`config.mk`:
```
export PLATFORM = sky130hd
export DESIGN_NAME = smd_datapath
export DESIGN_NICKNAME = d
export VERILOG_FILES = /design/src/smd_pkg.sv /design/src/smd_file_mem.sv /design/src/smd_datapath.sv
export SDC_FILE = /design/constraint.sdc
export NUM_CORES = 1
export LEC_CHECK = 0
export ABC_AREA = 1
export BUFFER_PORTS_ARGS = -buffer_cell sky130_fd_sc_hd__buf_2
export CAP_MARGIN = 20
export CORE_MARGIN = 5
export CORE_UTILIZATION = 37
export DETAILED_ROUTE_END_ITERATION = 6
export GPL_ROUTABILITY_DRIVEN = 1
export GPL_TIMING_DRIVEN = 0
export MAX_ROUTING_LAYER = met4
export SLEW_MARGIN = 20
export SYNTH_ARGS = -nofsm -noshare
export SYNTH_HDL_FRONTEND = slang
export SYNTH_SLANG_ARGS = --single-unit
```
`constraint.sdc`:
```
create_clock -name CLK -period 22.1 [get_ports CLK]
set_input_delay 2.21 -clock CLK [delete_from_list [all_inputs] [get_ports CLK]]
set_output_delay 2.21 -clock CLK [all_outputs]
set_load 0.05 [all_outputs]
```
`src/smd_pkg.sv`:
```
// package for the shift/move datapath slice
// assumes an 8-bit core with 7-bit file addresses
package smd_pkg;
  // ==========================================================
  // widths and positions
  localparam int unsigned DATA_W  = 8;
  localparam int unsigned ADDR_W  = 7;
  localparam int unsigned MSB_POS = 7;
  localparam int unsigned LSB_POS = 0;
  localparam int unsigned FILE_DEPTH = 128;
  // ==========================================================
  // reset values
  localparam logic [7:0] W_RST    = 8'h00;
  localparam logic       FLAG_RST = 1'b0;
  localparam logic       DEST_W   = 1'b0;
  localparam logic       DEST_F   = 1'b1;
  // ==========================================================
  // operation codes
  typedef enum logic [1:0]
  {
    SMD_NOP                   = 2'b00,
    SMD_LOGICAL_SHIFT_LEFT_OP = 2'b01,
    SMD_LOGICAL_SHIFT_RIGHT_OP = 2'b10,
    SMD_MOVE_FILE_OP          = 2'b11
  } smd_op_t;
endpackage

```
`src/smd_file_mem.sv`:
```
// file register memory, 128 x 8, registered read data
// assumes write and read addresses come from the same clock domain
`timescale 1ns/10ps
`default_nettype none
module smd_file_mem
(
  input  wire logic       clk,
  input  wire logic [6:0] rd_addr,
  output logic      [7:0] rd_data,
  input  wire logic       wr_en,
  input  wire logic [6:0] wr_addr,
  input  wire logic [7:0] wr_data
);
  logic [7:0] mem [0:smd_pkg::FILE_DEPTH-1];
  // no reset: contents are undefined until written
  always_ff @(posedge clk)
  begin
    if (wr_en)
    begin
      mem[wr_addr] <= wr_data;
    end
    rd_data <= mem[rd_addr];
  end
endmodule // smd_file_mem
`default_nettype wire

```
`src/smd_datapath.sv`:
```
// shift/move datapath: left shift, right shift, move of a file register
// assumes OP/ADDR/DEST stand at one taking edge per operation, NOP otherwise
// Behaviour
// RULE_01 - left shift: msb to carry, bits up
// RULE_02 - left shift fills lsb with zero
// RULE_03 - right shift: lsb to carry, bits down
// RULE_04 - right shift fills msb with zero
// RULE_05 - shift result to W or file by dest
// RULE_06 - move copies file value unchanged
// RULE_07 - move dest one file, zero W
// RULE_08 - move updates zero flag from value
// RULE_09 - shift sets zero flag from result
// RULE_10 - flags and write commit same cycle
`timescale 1ns/10ps
`default_nettype none
module smd_datapath
(
  input  wire logic                 CLK,
  input  wire logic                 SYS_RST,
  input  wire smd_pkg::smd_op_t     OP,
  input  wire logic [6:0]           ADDR,
  input  wire logic                 DEST,
  input  wire logic                 FILE_WR,
  input  wire logic [7:0]           FILE_WDATA,
  output logic      [7:0]           W_REG,
  output logic                      CARRY,
  output logic                      ZERO,
  output logic                      DONE
);
  // ==========================================================
  // operand fetch
  logic [7:0]        operand;
  logic              fetch_r;
  logic              fetch_nxt;
  smd_pkg::smd_op_t  op_r;
  smd_pkg::smd_op_t  op_nxt;
  logic [6:0]        addr_r;
  logic [6:0]        addr_nxt;
  logic              dest_r;
  logic              dest_nxt;
  logic [7:0]        result;
  logic              res_carry;
  logic              res_zero;
  logic              wr_file;
  logic              mem_wr;
  logic [7:0]        mem_wdata;
  logic [6:0]        mem_waddr;
  // external writes yield to an executing write-back
  assign mem_wr    = wr_file | FILE_WR;
  assign mem_wdata = wr_file ? result : FILE_WDATA;
  assign mem_waddr = wr_file ? addr_r : ADDR;
  // read before write: an op right after a write-back sees the old value
  smd_file_mem u_mem
  (
    .clk     (CLK),
    .rd_addr (ADDR),
    .rd_data (operand),
    .wr_en   (mem_wr),
    .wr_addr (mem_waddr),
    .wr_data (mem_wdata)
  );
  always_comb
  begin
    fetch_nxt = (OP != smd_pkg::SMD_NOP);
    op_nxt    = OP;
    addr_nxt  = ADDR;
    dest_nxt  = DEST;
  end
  always_ff @(posedge CLK or posedge SYS_RST)
  begin
    if (SYS_RST)
    begin
      fetch_r <= 1'b0;
      op_r    <= smd_pkg::SMD_NOP;
      addr_r  <= '0;
      dest_r  <= smd_pkg::DEST_W;
    end
    else
    begin
      fetch_r <= fetch_nxt;
      op_r    <= op_nxt;
      addr_r  <= addr_nxt;
      dest_r  <= dest_nxt;
    end
  end
  // ==========================================================
  // decode helpers
  // shifts alone touch carry; move and nop leave it standing
  function automatic logic is_shift(input smd_pkg::smd_op_t o);
    is_shift = (o == smd_pkg::SMD_LOGICAL_SHIFT_LEFT_OP) ||
               (o == smd_pkg::SMD_LOGICAL_SHIFT_RIGHT_OP);
  endfunction
  // ==========================================================
  // execute
  always_comb
  begin
    result    = operand;
    res_carry = CARRY;
    unique case (op_r)
      smd_pkg::SMD_LOGICAL_SHIFT_LEFT_OP:
      begin
        res_carry = operand[smd_pkg::MSB_POS];   // see RULE_01
        result    = {operand[6:0], 1'b0};        // see RULE_01 see RULE_02
      end
      smd_pkg::SMD_LOGICAL_SHIFT_RIGHT_OP:
      begin
        res_carry = operand[smd_pkg::LSB_POS];   // see RULE_03
        result    = {1'b0, operand[7:1]};        // see RULE_03 see RULE_04
      end
      smd_pkg::SMD_MOVE_FILE_OP:
      begin
        result = operand;                        // see RULE_06
      end
      smd_pkg::SMD_NOP:
      begin
        result = operand;
      end
    endcase
    res_zero = (result == 8'h00);                // see RULE_08 see RULE_09
    wr_file  = fetch_r && (dest_r == smd_pkg::DEST_F); // see RULE_05 see RULE_07
  end
  // ==========================================================
  // commit: W, flags and file write in one edge
  logic [7:0] w_nxt;
  logic       carry_nxt;
  logic       zero_nxt;
  always_comb
  begin
    w_nxt     = W_REG;
    carry_nxt = CARRY;
    zero_nxt  = ZERO;
    if (fetch_r)
    begin
      if (dest_r == smd_pkg::DEST_W)
      begin
        w_nxt = result;                          // see RULE_05 see RULE_07
      end
      zero_nxt = res_zero;                       // see RULE_08 see RULE_09 see RULE_10
      if (is_shift(op_r))
      begin
        carry_nxt = res_carry;                   // see RULE_10
      end
    end
  end
  always_ff @(posedge CLK or posedge SYS_RST)
  begin
    if (SYS_RST)
    begin
      W_REG <= smd_pkg::W_RST;
      CARRY <= smd_pkg::FLAG_RST;
      ZERO  <= smd_pkg::FLAG_RST;
      DONE  <= 1'b0;
    end
    else
    begin
      W_REG <= w_nxt;
      CARRY <= carry_nxt;
      ZERO  <= zero_nxt;
      DONE  <= fetch_r;
    end
  end
endmodule // smd_datapath
`default_nettype wire

```
=== Yosys cells after proc, flatten, opt, wreduce, memory -nomap -nowiden ===
Memories as Yosys holds them, arrays and structs flattened. A register that Yosys moved wholly into a read port is not among the register bits.
Cells that the tools add are included.

* Register bits: 22
* Memory bits (writable): 1,024
* Output and inout port bits: 11
* Logic and storage cells: 29
* Memories kept: 1

{| class="wikitable"
|+ Memories
! memory !! words !! width !! rd ports !! clocked after memory_dff !! write ports !! RTL line !! text
|-
| u_mem.mem || 128 || 8 || 1 || 1 || 1 || smd_file_mem.sv:14 || <nowiki>logic [7:0] mem [0:smd_pkg::FILE_DEPTH-1];</nowiki>
|}

* Equality and inequality tests: 3
* Mux-type cells: 6
* Bitwise logic cells: 2
* Reduce and logical (&&, ||, !) cells: 9

{| class="wikitable"
|+ Operators by type and width
! operator !! count
|-
| $pmux W8 S3 || 1
|-
| $logic_not A8 Y1 || 1
|-
| $mux W8 || 1
|-
| $mux W7 || 1
|-
| $eq A2 B2 Y1 const B || 2
|-
| $reduce_bool A2 Y1 || 2
|-
| $reduce_and A3 Y1 || 1
|-
| $eq A2 B1 Y1 const B || 1
|-
| $logic_not A2 Y1 || 1
|-
| $mux W1 || 2
|-
| $pmux W1 S2 || 1
|-
| $reduce_and A2 Y1 || 1
|-
| $reduce_or A2 Y1 || 1
|-
| $logic_and A1 B1 Y1 || 1
|-
| $logic_or A1 B1 Y1 || 1
|-
| $not A1 Y1 || 1
|-
| $or A1 B1 Y1 || 1
|}

=== Logic depth before layout (Yosys ltp) ===
Gate-level depths: netlist (run 1).

* Word-level depth: 4
* Depth in mapped cells: 14
* Mapped depth without buffers: 11

=== Modules after synthesis ===
From an unflattened synthesis (run 1), not the netlist that was laid out.

* Cell total of the unflattened synthesis: 3,709
* Area total of the unflattened synthesis: 43,220.2 um^2

{| class="wikitable"
|+ Modules (own cells, without submodules)
! module !! instances !! cells each !! area each (um^2)
|-
| smd_file_mem || 1 || 3,575 || 42,104.1
|-
| smd_datapath || 1 || 134 || 1,116.1
|}

=== Worst setup path before layout (run 1) ===
Ideal clock, no wire load.

* Path type: reg2reg
* From: register op_r[0]
* To: memory u_mem.mem[0][1], data pin
* Library setup time: 1,197 ps
* Arrival: 6,122 ps
* Path slack: 14,781 ps
* Cell stages (with the launch flop): 7
* Buffers on the path: 1
* Cell sequence: dfrtp_1 > ha_1 > inv_1 > clkbuf_1 > o21a_1 > inv_1 > o21ai_0

* Cells in the longest elaborated chain, start to end: 4

{| class="wikitable"
|+ Ends and longest elaborated chain
! item !! RTL line !! text
|-
| start, declared || smd_datapath.sv:35 || <nowiki>smd_pkg::smd_op_t op_r;</nowiki>
|-
| start signal, assigned || smd_datapath.sv:74 || <nowiki>op_r <= smd_pkg::SMD_NOP;</nowiki>
|-
| start signal, assigned || smd_datapath.sv:81 || <nowiki>op_r <= op_nxt;</nowiki>
|-
| $eq A2 B2 Y1 / $logic_not A2 Y1 (equally long branches) || smd_datapath.sv:99 || <nowiki>unique case (op_r)</nowiki>
|-
| $reduce_or A2 Y1 (no source line) || - ||
|-
| $pmux W8 S3 (*) || smd_datapath.sv:99 ||
|-
| $mux W8 (*) || smd_datapath.sv:50 || <nowiki>assign mem_wdata = wr_file ? result : FILE_WDATA;</nowiki>
|-
| named net mem_wdata[1] || smd_datapath.sv:46 || <nowiki>logic [7:0] mem_wdata;</nowiki>
|-
| end, declared || smd_file_mem.sv:14 ||
|}

The timed path passes the listed nets; every way through them passes the cells marked *.

=== Worst setup path in the final report (run 1) ===
* From: input ADDR[0]
* To: memory u_mem.mem[108][4] (enable)

* Cells in the longest elaborated chain, start to end: 1

{| class="wikitable"
|+ Ends and longest elaborated chain
! item !! RTL line !! text
|-
| start, declared || smd_datapath.sv:21 || <nowiki>input wire logic [6:0] ADDR,</nowiki>
|-
| $mux W7 || smd_datapath.sv:51 || <nowiki>assign mem_waddr = wr_file ? addr_r : ADDR;</nowiki>
|}

Every way passes these cells.

==> results of run 1 <==
cells in the mapped netlist:
cell,n
inv_1,32
a21oi_1,1
dfrtp_1,22
nand3_1,935
nor2_2,1
nand2_1,1249
buf_4,10
edfxtp_1,1024
or2_1,1
buf_6,30
clkbuf_1,42
nor3_1,1
inv_6,1
o21a_1,1
inv_2,4
nor2_1,142
nand2_2,2
nor3_2,3
nand4_1,1
clkinv_1,1
buf_2,140
o21ai_4,2
buf_1,14
o21ai_2,5
or2_2,1
o21ai_0,23
o221ai_1,3
ha_1,2
o211ai_1,3
dfxtp_1,8
flip-flops by register name, summed over array words and instances (netlist names):
register	count
CARRY	1
addr_r	7
DONE	1
fetch_r	1
W_REG	8
ZERO	1
u_mem.mem	1024
u_mem.rd_data	8
dest_r	1
op_r	2
through the flow:
stage,worst slack (ps),utilization [%]
global route,17040,43.0
detailed placement,16480,40.0
global placement,5450,39.0
floorplan,14780,-
CTS,17200,43.0
finish,17050,43.0
power by group through the flow:
stage	Clock, W	Combinational, W	Sequential (W)
floorplan	0	0.000190	0.00232
global placement	0	0.000357	0.00235
detailed placement	0	0.000418	0.00229
CTS	0.00179	0.000419	0.00225
global route	0.00188	0.000450	0.00225
finish	0.00178	0.000427	0.00225
worst max-delay path, stage by stage:
cell and delay [ps]:
buf_2 160, buf_4 220, inv_6 140, buf_4 260, nand2_1 130, o21ai_4 120, inv_2 110, nor3_2 160
nand2_1 310, buf_2 470, nor2_1 990
layer usage:
| metal | part of all wire, % | GRT usage (%) | wire length (um) |
|---|---|---|---|
| met1 | 40 | 29.4 | 54700 |
| met2 | 46 | 34.2 | 61800 |
| met3 | 9.6 | 4.31 | 12900 |
| met4 | 4.4 | 8.91 | 6000 |
| met5 | 0 | - | 0 |
cell type report:
type | instances | area share (%)
diodes | 2 | 0.0100
plain buffers | 236 | 2.65
clock buffers | 138 | 5.89
clock inverters | 58 | 0.975
inverters | 38 | 0.296
multi-input cells | 2376 | 20.8
flip-flops and latches | 1054 | 63.0
well taps | 1524 | 3.82
repair buffers | 75 | 2.59
kinds of logic (layout without fill, tap and decap cells):
kind of cell / Yosys count / in the layout / share of synthesized area (%)
fa+ha+maj: 2 / 2 / 0.0579
buf+inv: 274 / 545 / 3.41
simple gates: 2336 / 2336 / 23.1
flops: 1054 / 1054 / 72.9
compound gates: 38 / 38 / 0.585
other cells: 0 / 2 / 0
final timing paths:
| path | endpoint | startpoint | slack, ps |
|---|---|---|---|
| worst max-delay path | u_mem.mem[108][4]$_DFFE_PP_ | ADDR[0] | 17050 |
| worst min-delay path | ZERO$_DFFE_PP0P_ | ZERO$_DFFE_PP0P_ | 480 |
| worst max register to register | u_mem.mem[108][4]$_DFFE_PP_ | fetch_r$_DFF_PP0_ | 18480 |
| worst min register to register | ZERO$_DFFE_PP0P_ | ZERO$_DFFE_PP0P_ | 480 |
| max in group asynchronous | addr_r[5]$_DFF_PP0_ | SYS_RST | 20190 |
| min in group asynchronous | W_REG[4]$_DFFE_PP0P_ | SYS_RST | 1480 |
==> flow_metrics.py, run 1 <==
metrics = {
    "logic_synthesis": {
        "seq_area_frac_synth_pct": 72.9,
        "yosysWarnings": 0,
        "synth.distinct_cells": 30,
        "yosys_register_bits": 1054,
        "synth_top_area_share_pct": 71.2,
        "synth_top_area_cell": "edfxtp_1",
        "synthCells": 3704,
        "netlist_area_mm2": 0.0432,
        "synth_area_per_cell_um2": 11.7,
        "synthTopCellsByArea": "edfxtp_1 71%, nand2_1 11%, nand3_1 11%, buf_2 1.6%, dfrtp_1 1.3%",
        "synth_nets": 3727,
    },
    "place": {
        "io_buffer_count": 31,
        "gp_congestion": 0.965,
        "placed_area_mm2": 0.0465,
        "dp_hpwl_mm": 96.1,
        "place_inst": 5301,
    },
    "cts": {
        "cts_resized": 0,
        "cts_num_sinks": 1054,
        "cts_setup_buffers": 0,
        "numCtsBuffers": 107,
        "clkTransAtPathRegs_ps": 60,
        "cts_tree": "built",
        "clockRootBuffer": "clkbuf_16",
        "cts_buffer_depth": 3,
        "cts_hold_buf": 0,
        "htreeDepth": 3,
        "clock_latency_ps": 720,
    },
    "drt": {
        "vias_per_cell": 5.42,
        "wl_per_cell_um": 24.6,
        "drc": 0,
        "vias": 29800,
        "ant_nets": 0,
        "drt_wl_total_mm": 135,
        "drtIter0Drc": 3820,
        "drtPass1Iterations": 6,
    },
    "die": {
        "core_area_mm2": 0.116,
        "rows": 125,
        "start_util_pct": 37.2,
        "die_x_um": 352,
        "pin_count": 32,
        "die_h_um": 352,
        "dieArea_mm2": 0.124,
    },
    "layout": {
        "drive_above_1_share_pct": 11.1,
        "regArea_mm2": 0.0315,
        "instances_no_fill": 5501,
        "syn2layout_area_growth_pct": 15.6,
        "nets": 3911,
        "layout_common_cells": "1248 x nand2_1, 1024 x edfxtp_1, 935 x nand3_1",
        "fillers": 10700,
        "multi_input_area_mm2": 0.0104,
        "stdcell_area_mm2": 0.0499,
        "layout_commonest_cell": "nand2_1",
    },
    "grt": {
        "grt_usage_pct": 22.3,
        "overflow": 0,
        "antenna_found_initial": 4,
        "grt_max_degree": 51,
        "grt_pass1_wl_mm": 194,
        "grt_pass1_vias": 28500,
    },
    "sta": {
        "finalCriticalPeriod_ps": 5050,
        "drv_slew": 0,
        "slew_headroom_pct": 18.6,
        "fin_crit_sh_pct": 22.8,
        "rsz0062_at_grt": "no",
        "fmax_mhz": 198,
        "clock_skew_ps": 39.9,
        "holdWs_ps": 485,
        "worst_pin_slew_ps": 1220,
        "hold_viol": 0,
        "setup_viol": 0,
        "finalSetupTns_ps": 0,
    },
    "critical_path": {
        "crit_fanout": 10,
        "r2r_cells": 8,
        "critPathKind": "in -> reg",
        "cp.arrival_ps": 5350,
        "end_kind": "flip-flop",
        "cp-start-kind": "input port",
        "crit_required_ps": 22400,
    },
    "pwr": {
        "p_comb_share_pct": 9.6,
        "design_power_total_w": 0.00446,
        "p_int_w": 0.00338,
        "p_sw_share_pct": 24.3,
        "p_per_area_mw_per_mm2": 89.3,
        "vdd_ir_drop_max_uv": 62.3,
        "power.leakage_nw": 18.0,
        "p_sw_w": 0.00108,
        "p_seq_share_pct": 50.4,
        "clock_power_share_pct": 40.0,
    },
    "hold_path": {
        "hold_depth": 2,
        "hp-class": "reg -> reg",
    },
    "outcome": {
        "status": "complete, no violations",
    },
    "flow_run": {
        "cap_violations": 0,
    },
}
(Power assumes the default switching activity.)
==> run 2, diff against run 1 <==
==> constraint.sdc (replaced) <==
create_clock -name CLK -period 4.55 [get_ports CLK]
set_input_delay 0.455 -clock CLK [delete_from_list [all_inputs] [get_ports CLK]]
set_output_delay 0.455 -clock CLK [all_outputs]
set_load 0.05 [all_outputs]
==> run 2 against run 1 <==
  * Power grew to 4.8 times the previous value
  * Count of clock-buffer cells in the layout grew 4
  * Routed wire length is essentially flat
  * Cell count grew 0.24%
==> flow_metrics.py, run 2 (synthesis results as in run 1) <==
metrics = {
    "critical_path": {
        "end_kind": "flip-flop",
        "cp-start-kind": "input port",
        "critPathKind": "in -> reg",
        "crit_required_ps": 4840,
        "path_buf_inv": 6,
        "crit_family": "buffers and inverters",
        "worstPathCellList": "dlygate4sd3_1 > buf_2 > buf_4 > inv_6 > buf_4 > nand2_1 > o21ai_4 > nor3_1 > nand2_1 > buf_2 > nor2_1",
        "cp_slowest_cell": "nor2_1",
        "crit_fanout": 10,
        "cp.arrival_ps": 4090,
        "worst_path_largest_cell_delay_ps": 960,
    },
    "place": {
        "dp_hpwl_mm": 96.9,
        "placed_area_mm2": 0.0464,
        "gp_congestion": 0.979,
        "io_buffer_count": 31,
    },
    "die": {
        "die_h_um": 352,
        "dieArea_mm2": 0.124,
        "pin_count": 32,
        "die_x_um": 352,
        "core_area_mm2": 0.116,
        "rows": 125,
        "start_util_pct": 37.2,
    },
    "pwr": {
        "p_per_area_mw_per_mm2": 433,
        "p_sw_w": 0.00524,
        "design_power_total_w": 0.0216,
        "p_sw_share_pct": 24.3,
        "clock_power_share_pct": 39.9,
        "power.leakage_nw": 18.0,
        "p_int_w": 0.0164,
        "vdd_ir_drop_max_uv": 320,
        "p_seq_share_pct": 50.5,
        "p_comb_share_pct": 9.6,
    },
    "grt": {
        "antenna_found_initial": 4,
        "grt_pass1_wl_mm": 194,
        "overflow": 0,
        "grt_max_degree": 58,
        "grt_pass1_vias": 28100,
        "grt_usage_pct": 22.3,
    },
    "drt": {
        "vias": 29600,
        "ant_nets": 0,
        "drtPass1Iterations": 6,
        "drt_wl_total_mm": 135,
        "vias_per_cell": 5.37,
        "drtIter0Drc": 3794,
        "drc": 0,
        "wl_per_cell_um": 24.6,
    },
    "sta": {
        "fmax_mhz": 264,
        "clock_skew_ps": 30.5,
        "rsz0062_at_grt": "no",
        "finalCriticalPeriod_ps": 3790,
        "setup_viol": 0,
        "fin_crit_sh_pct": 83.3,
        "worst_pin_slew_ps": 1240,
        "slew_headroom_pct": 16.8,
        "hold_viol": 0,
        "drv_slew": 0,
    },
    "cts": {
        "htreeDepth": 3,
        "clkTransAtPathRegs_ps": 60,
        "cts_hold_buf": 10,
        "numCtsBuffers": 109,
        "cts_num_sinks": 1054,
        "clockRootBuffer": "clkbuf_16",
        "cts_resized": 0,
        "clock_latency_ps": 700,
        "cts_setup_buffers": 0,
        "cts_tree": "built",
        "cts_buffer_depth": 3,
    },
    "layout": {
        "largest_reg_flops": 1024,
        "drive_above_1_share_pct": 11.0,
        "layout_commonest_cell": "nand2_1",
        "fillers": 10700,
        "nets": 3923,
        "top_register": "u_mem.mem",
        "largest_registers": "u_mem.mem: 1024 flops, W_REG: 8 flops, u_mem.rd_data: 8 flops",
        "multi_input_area_mm2": 0.0104,
        "layout_common_cells": "1248 x nand2_1, 1024 x edfxtp_1, 935 x nand3_1",
        "syn2layout_area_growth_pct": 15.7,
        "regArea_mm2": 0.0315,
        "stdcell_area_mm2": 0.0500,
    },
    "hold_path": {
        "hp-class": "in -> reg",
    },
    "flow_run": {
        "cap_violations": 0,
    },
    "outcome": {
        "status": "complete, no violations",
    },
}
==> run 2: changes by cell type in the layout (fill, tap and decap cells not counted), moves of 2 or more <==
cell | before | now
buf_12 | 4 | 2
clkbuf_1 | 62 | 71
clkbuf_8 | 6 | 2
clkinv_1 | 29 | 24
clkinv_2 | 14 | 18
clkinv_4 | 1 | 3
clkinv_8 | 3 | 1
dlygate4sd3_1 | 0 | 11
inv_4 | 2 | 0
inv_6 | 2 | 5
nor2_1 | 133 | 135
nor2_2 | 10 | 8
==> run 2: layer usage <==
metal,global-route usage (%),wire [um]
met4,9.41,6470
met5,-,0
met3,3.85,12100
met2,34.2,61500
met1,29.7,55400
==> run 2: layout make-up <==
cell class / count / area share [%]
Antenna cell: 1 / 0.00501
Buffer: 236 / 2.65
Clock buffer: 142 / 5.79
Clock inverter: 58 / 1.01
Inverter: 38 / 0.295
Multi-Input combinational cell: 2376 / 20.7
Sequential cell: 1054 / 63.0
Tap cell: 1524 / 3.82
Timing Repair Buffer: 85 / 2.76
==> run 2: stage by stage <==
step / hold slack (ps) / setup WS (ps) / TNS (ps) / util, % / std cells
2_1_floorplan: 431 / 988 / 0 / - / 3704
3_3_place_gp: 468 / -2560 / -2307650 / 39.0 / 5259
3_5_place_dp: 473 / 738 / 0 / 40.0 / 5300
4_1_cts: 16.9 / 923 / 0 / 43.0 / 5510
5_1_grt: 259 / 713 / 0 / 43.1 / 5514
6_report: 254 / 759 / 0 / 43.1 / 5514
==> run 2: power by group through the flow <==
| stage | registers [W] | logic [W] | clock network [W] |
|---|---|---|---|
| 2_1_floorplan | 0.0112 | 0.000929 | 0 |
| 3_3_place_gp | 0.0112 | 0.00175 | 0 |
| 3_5_place_dp | 0.0111 | 0.00203 | 0 |
| 4_1_cts | 0.0109 | 0.00205 | 0.00868 |
| 5_1_grt | 0.0109 | 0.00220 | 0.00913 |
| 6_report | 0.0109 | 0.00208 | 0.00862 |
==> run 2: final timing paths <==
check	to	cells past startpoint	slack, ps	start
min in group asynchronous	DONE$_DFF_PP0_	3	270	SYS_RST
max in group asynchronous	addr_r[3]$_DFF_PP0_	4	3830	SYS_RST
min reg2reg	DONE$_DFF_PP0_	0	470	fetch_r$_DFF_PP0_
max reg2reg	u_mem.mem[109][4]$_DFFE_PP_	8	940	fetch_r$_DFF_PP0_
min	u_mem.mem[21][1]$_DFFE_PP_	3	250	FILE_WDATA[1]
max	u_mem.mem[109][4]$_DFFE_PP_	11	760	ADDR[0]
==> run 2: worst reg2reg max path, cell delays in order (launching register included) <==
cell and delay, ps:
dfrtp_1 420, nand2_2 170, buf_6 210, inv_1 210
or2_1 190, buf_2 230, nand2_1 330, buf_2 500
nor2_1 960
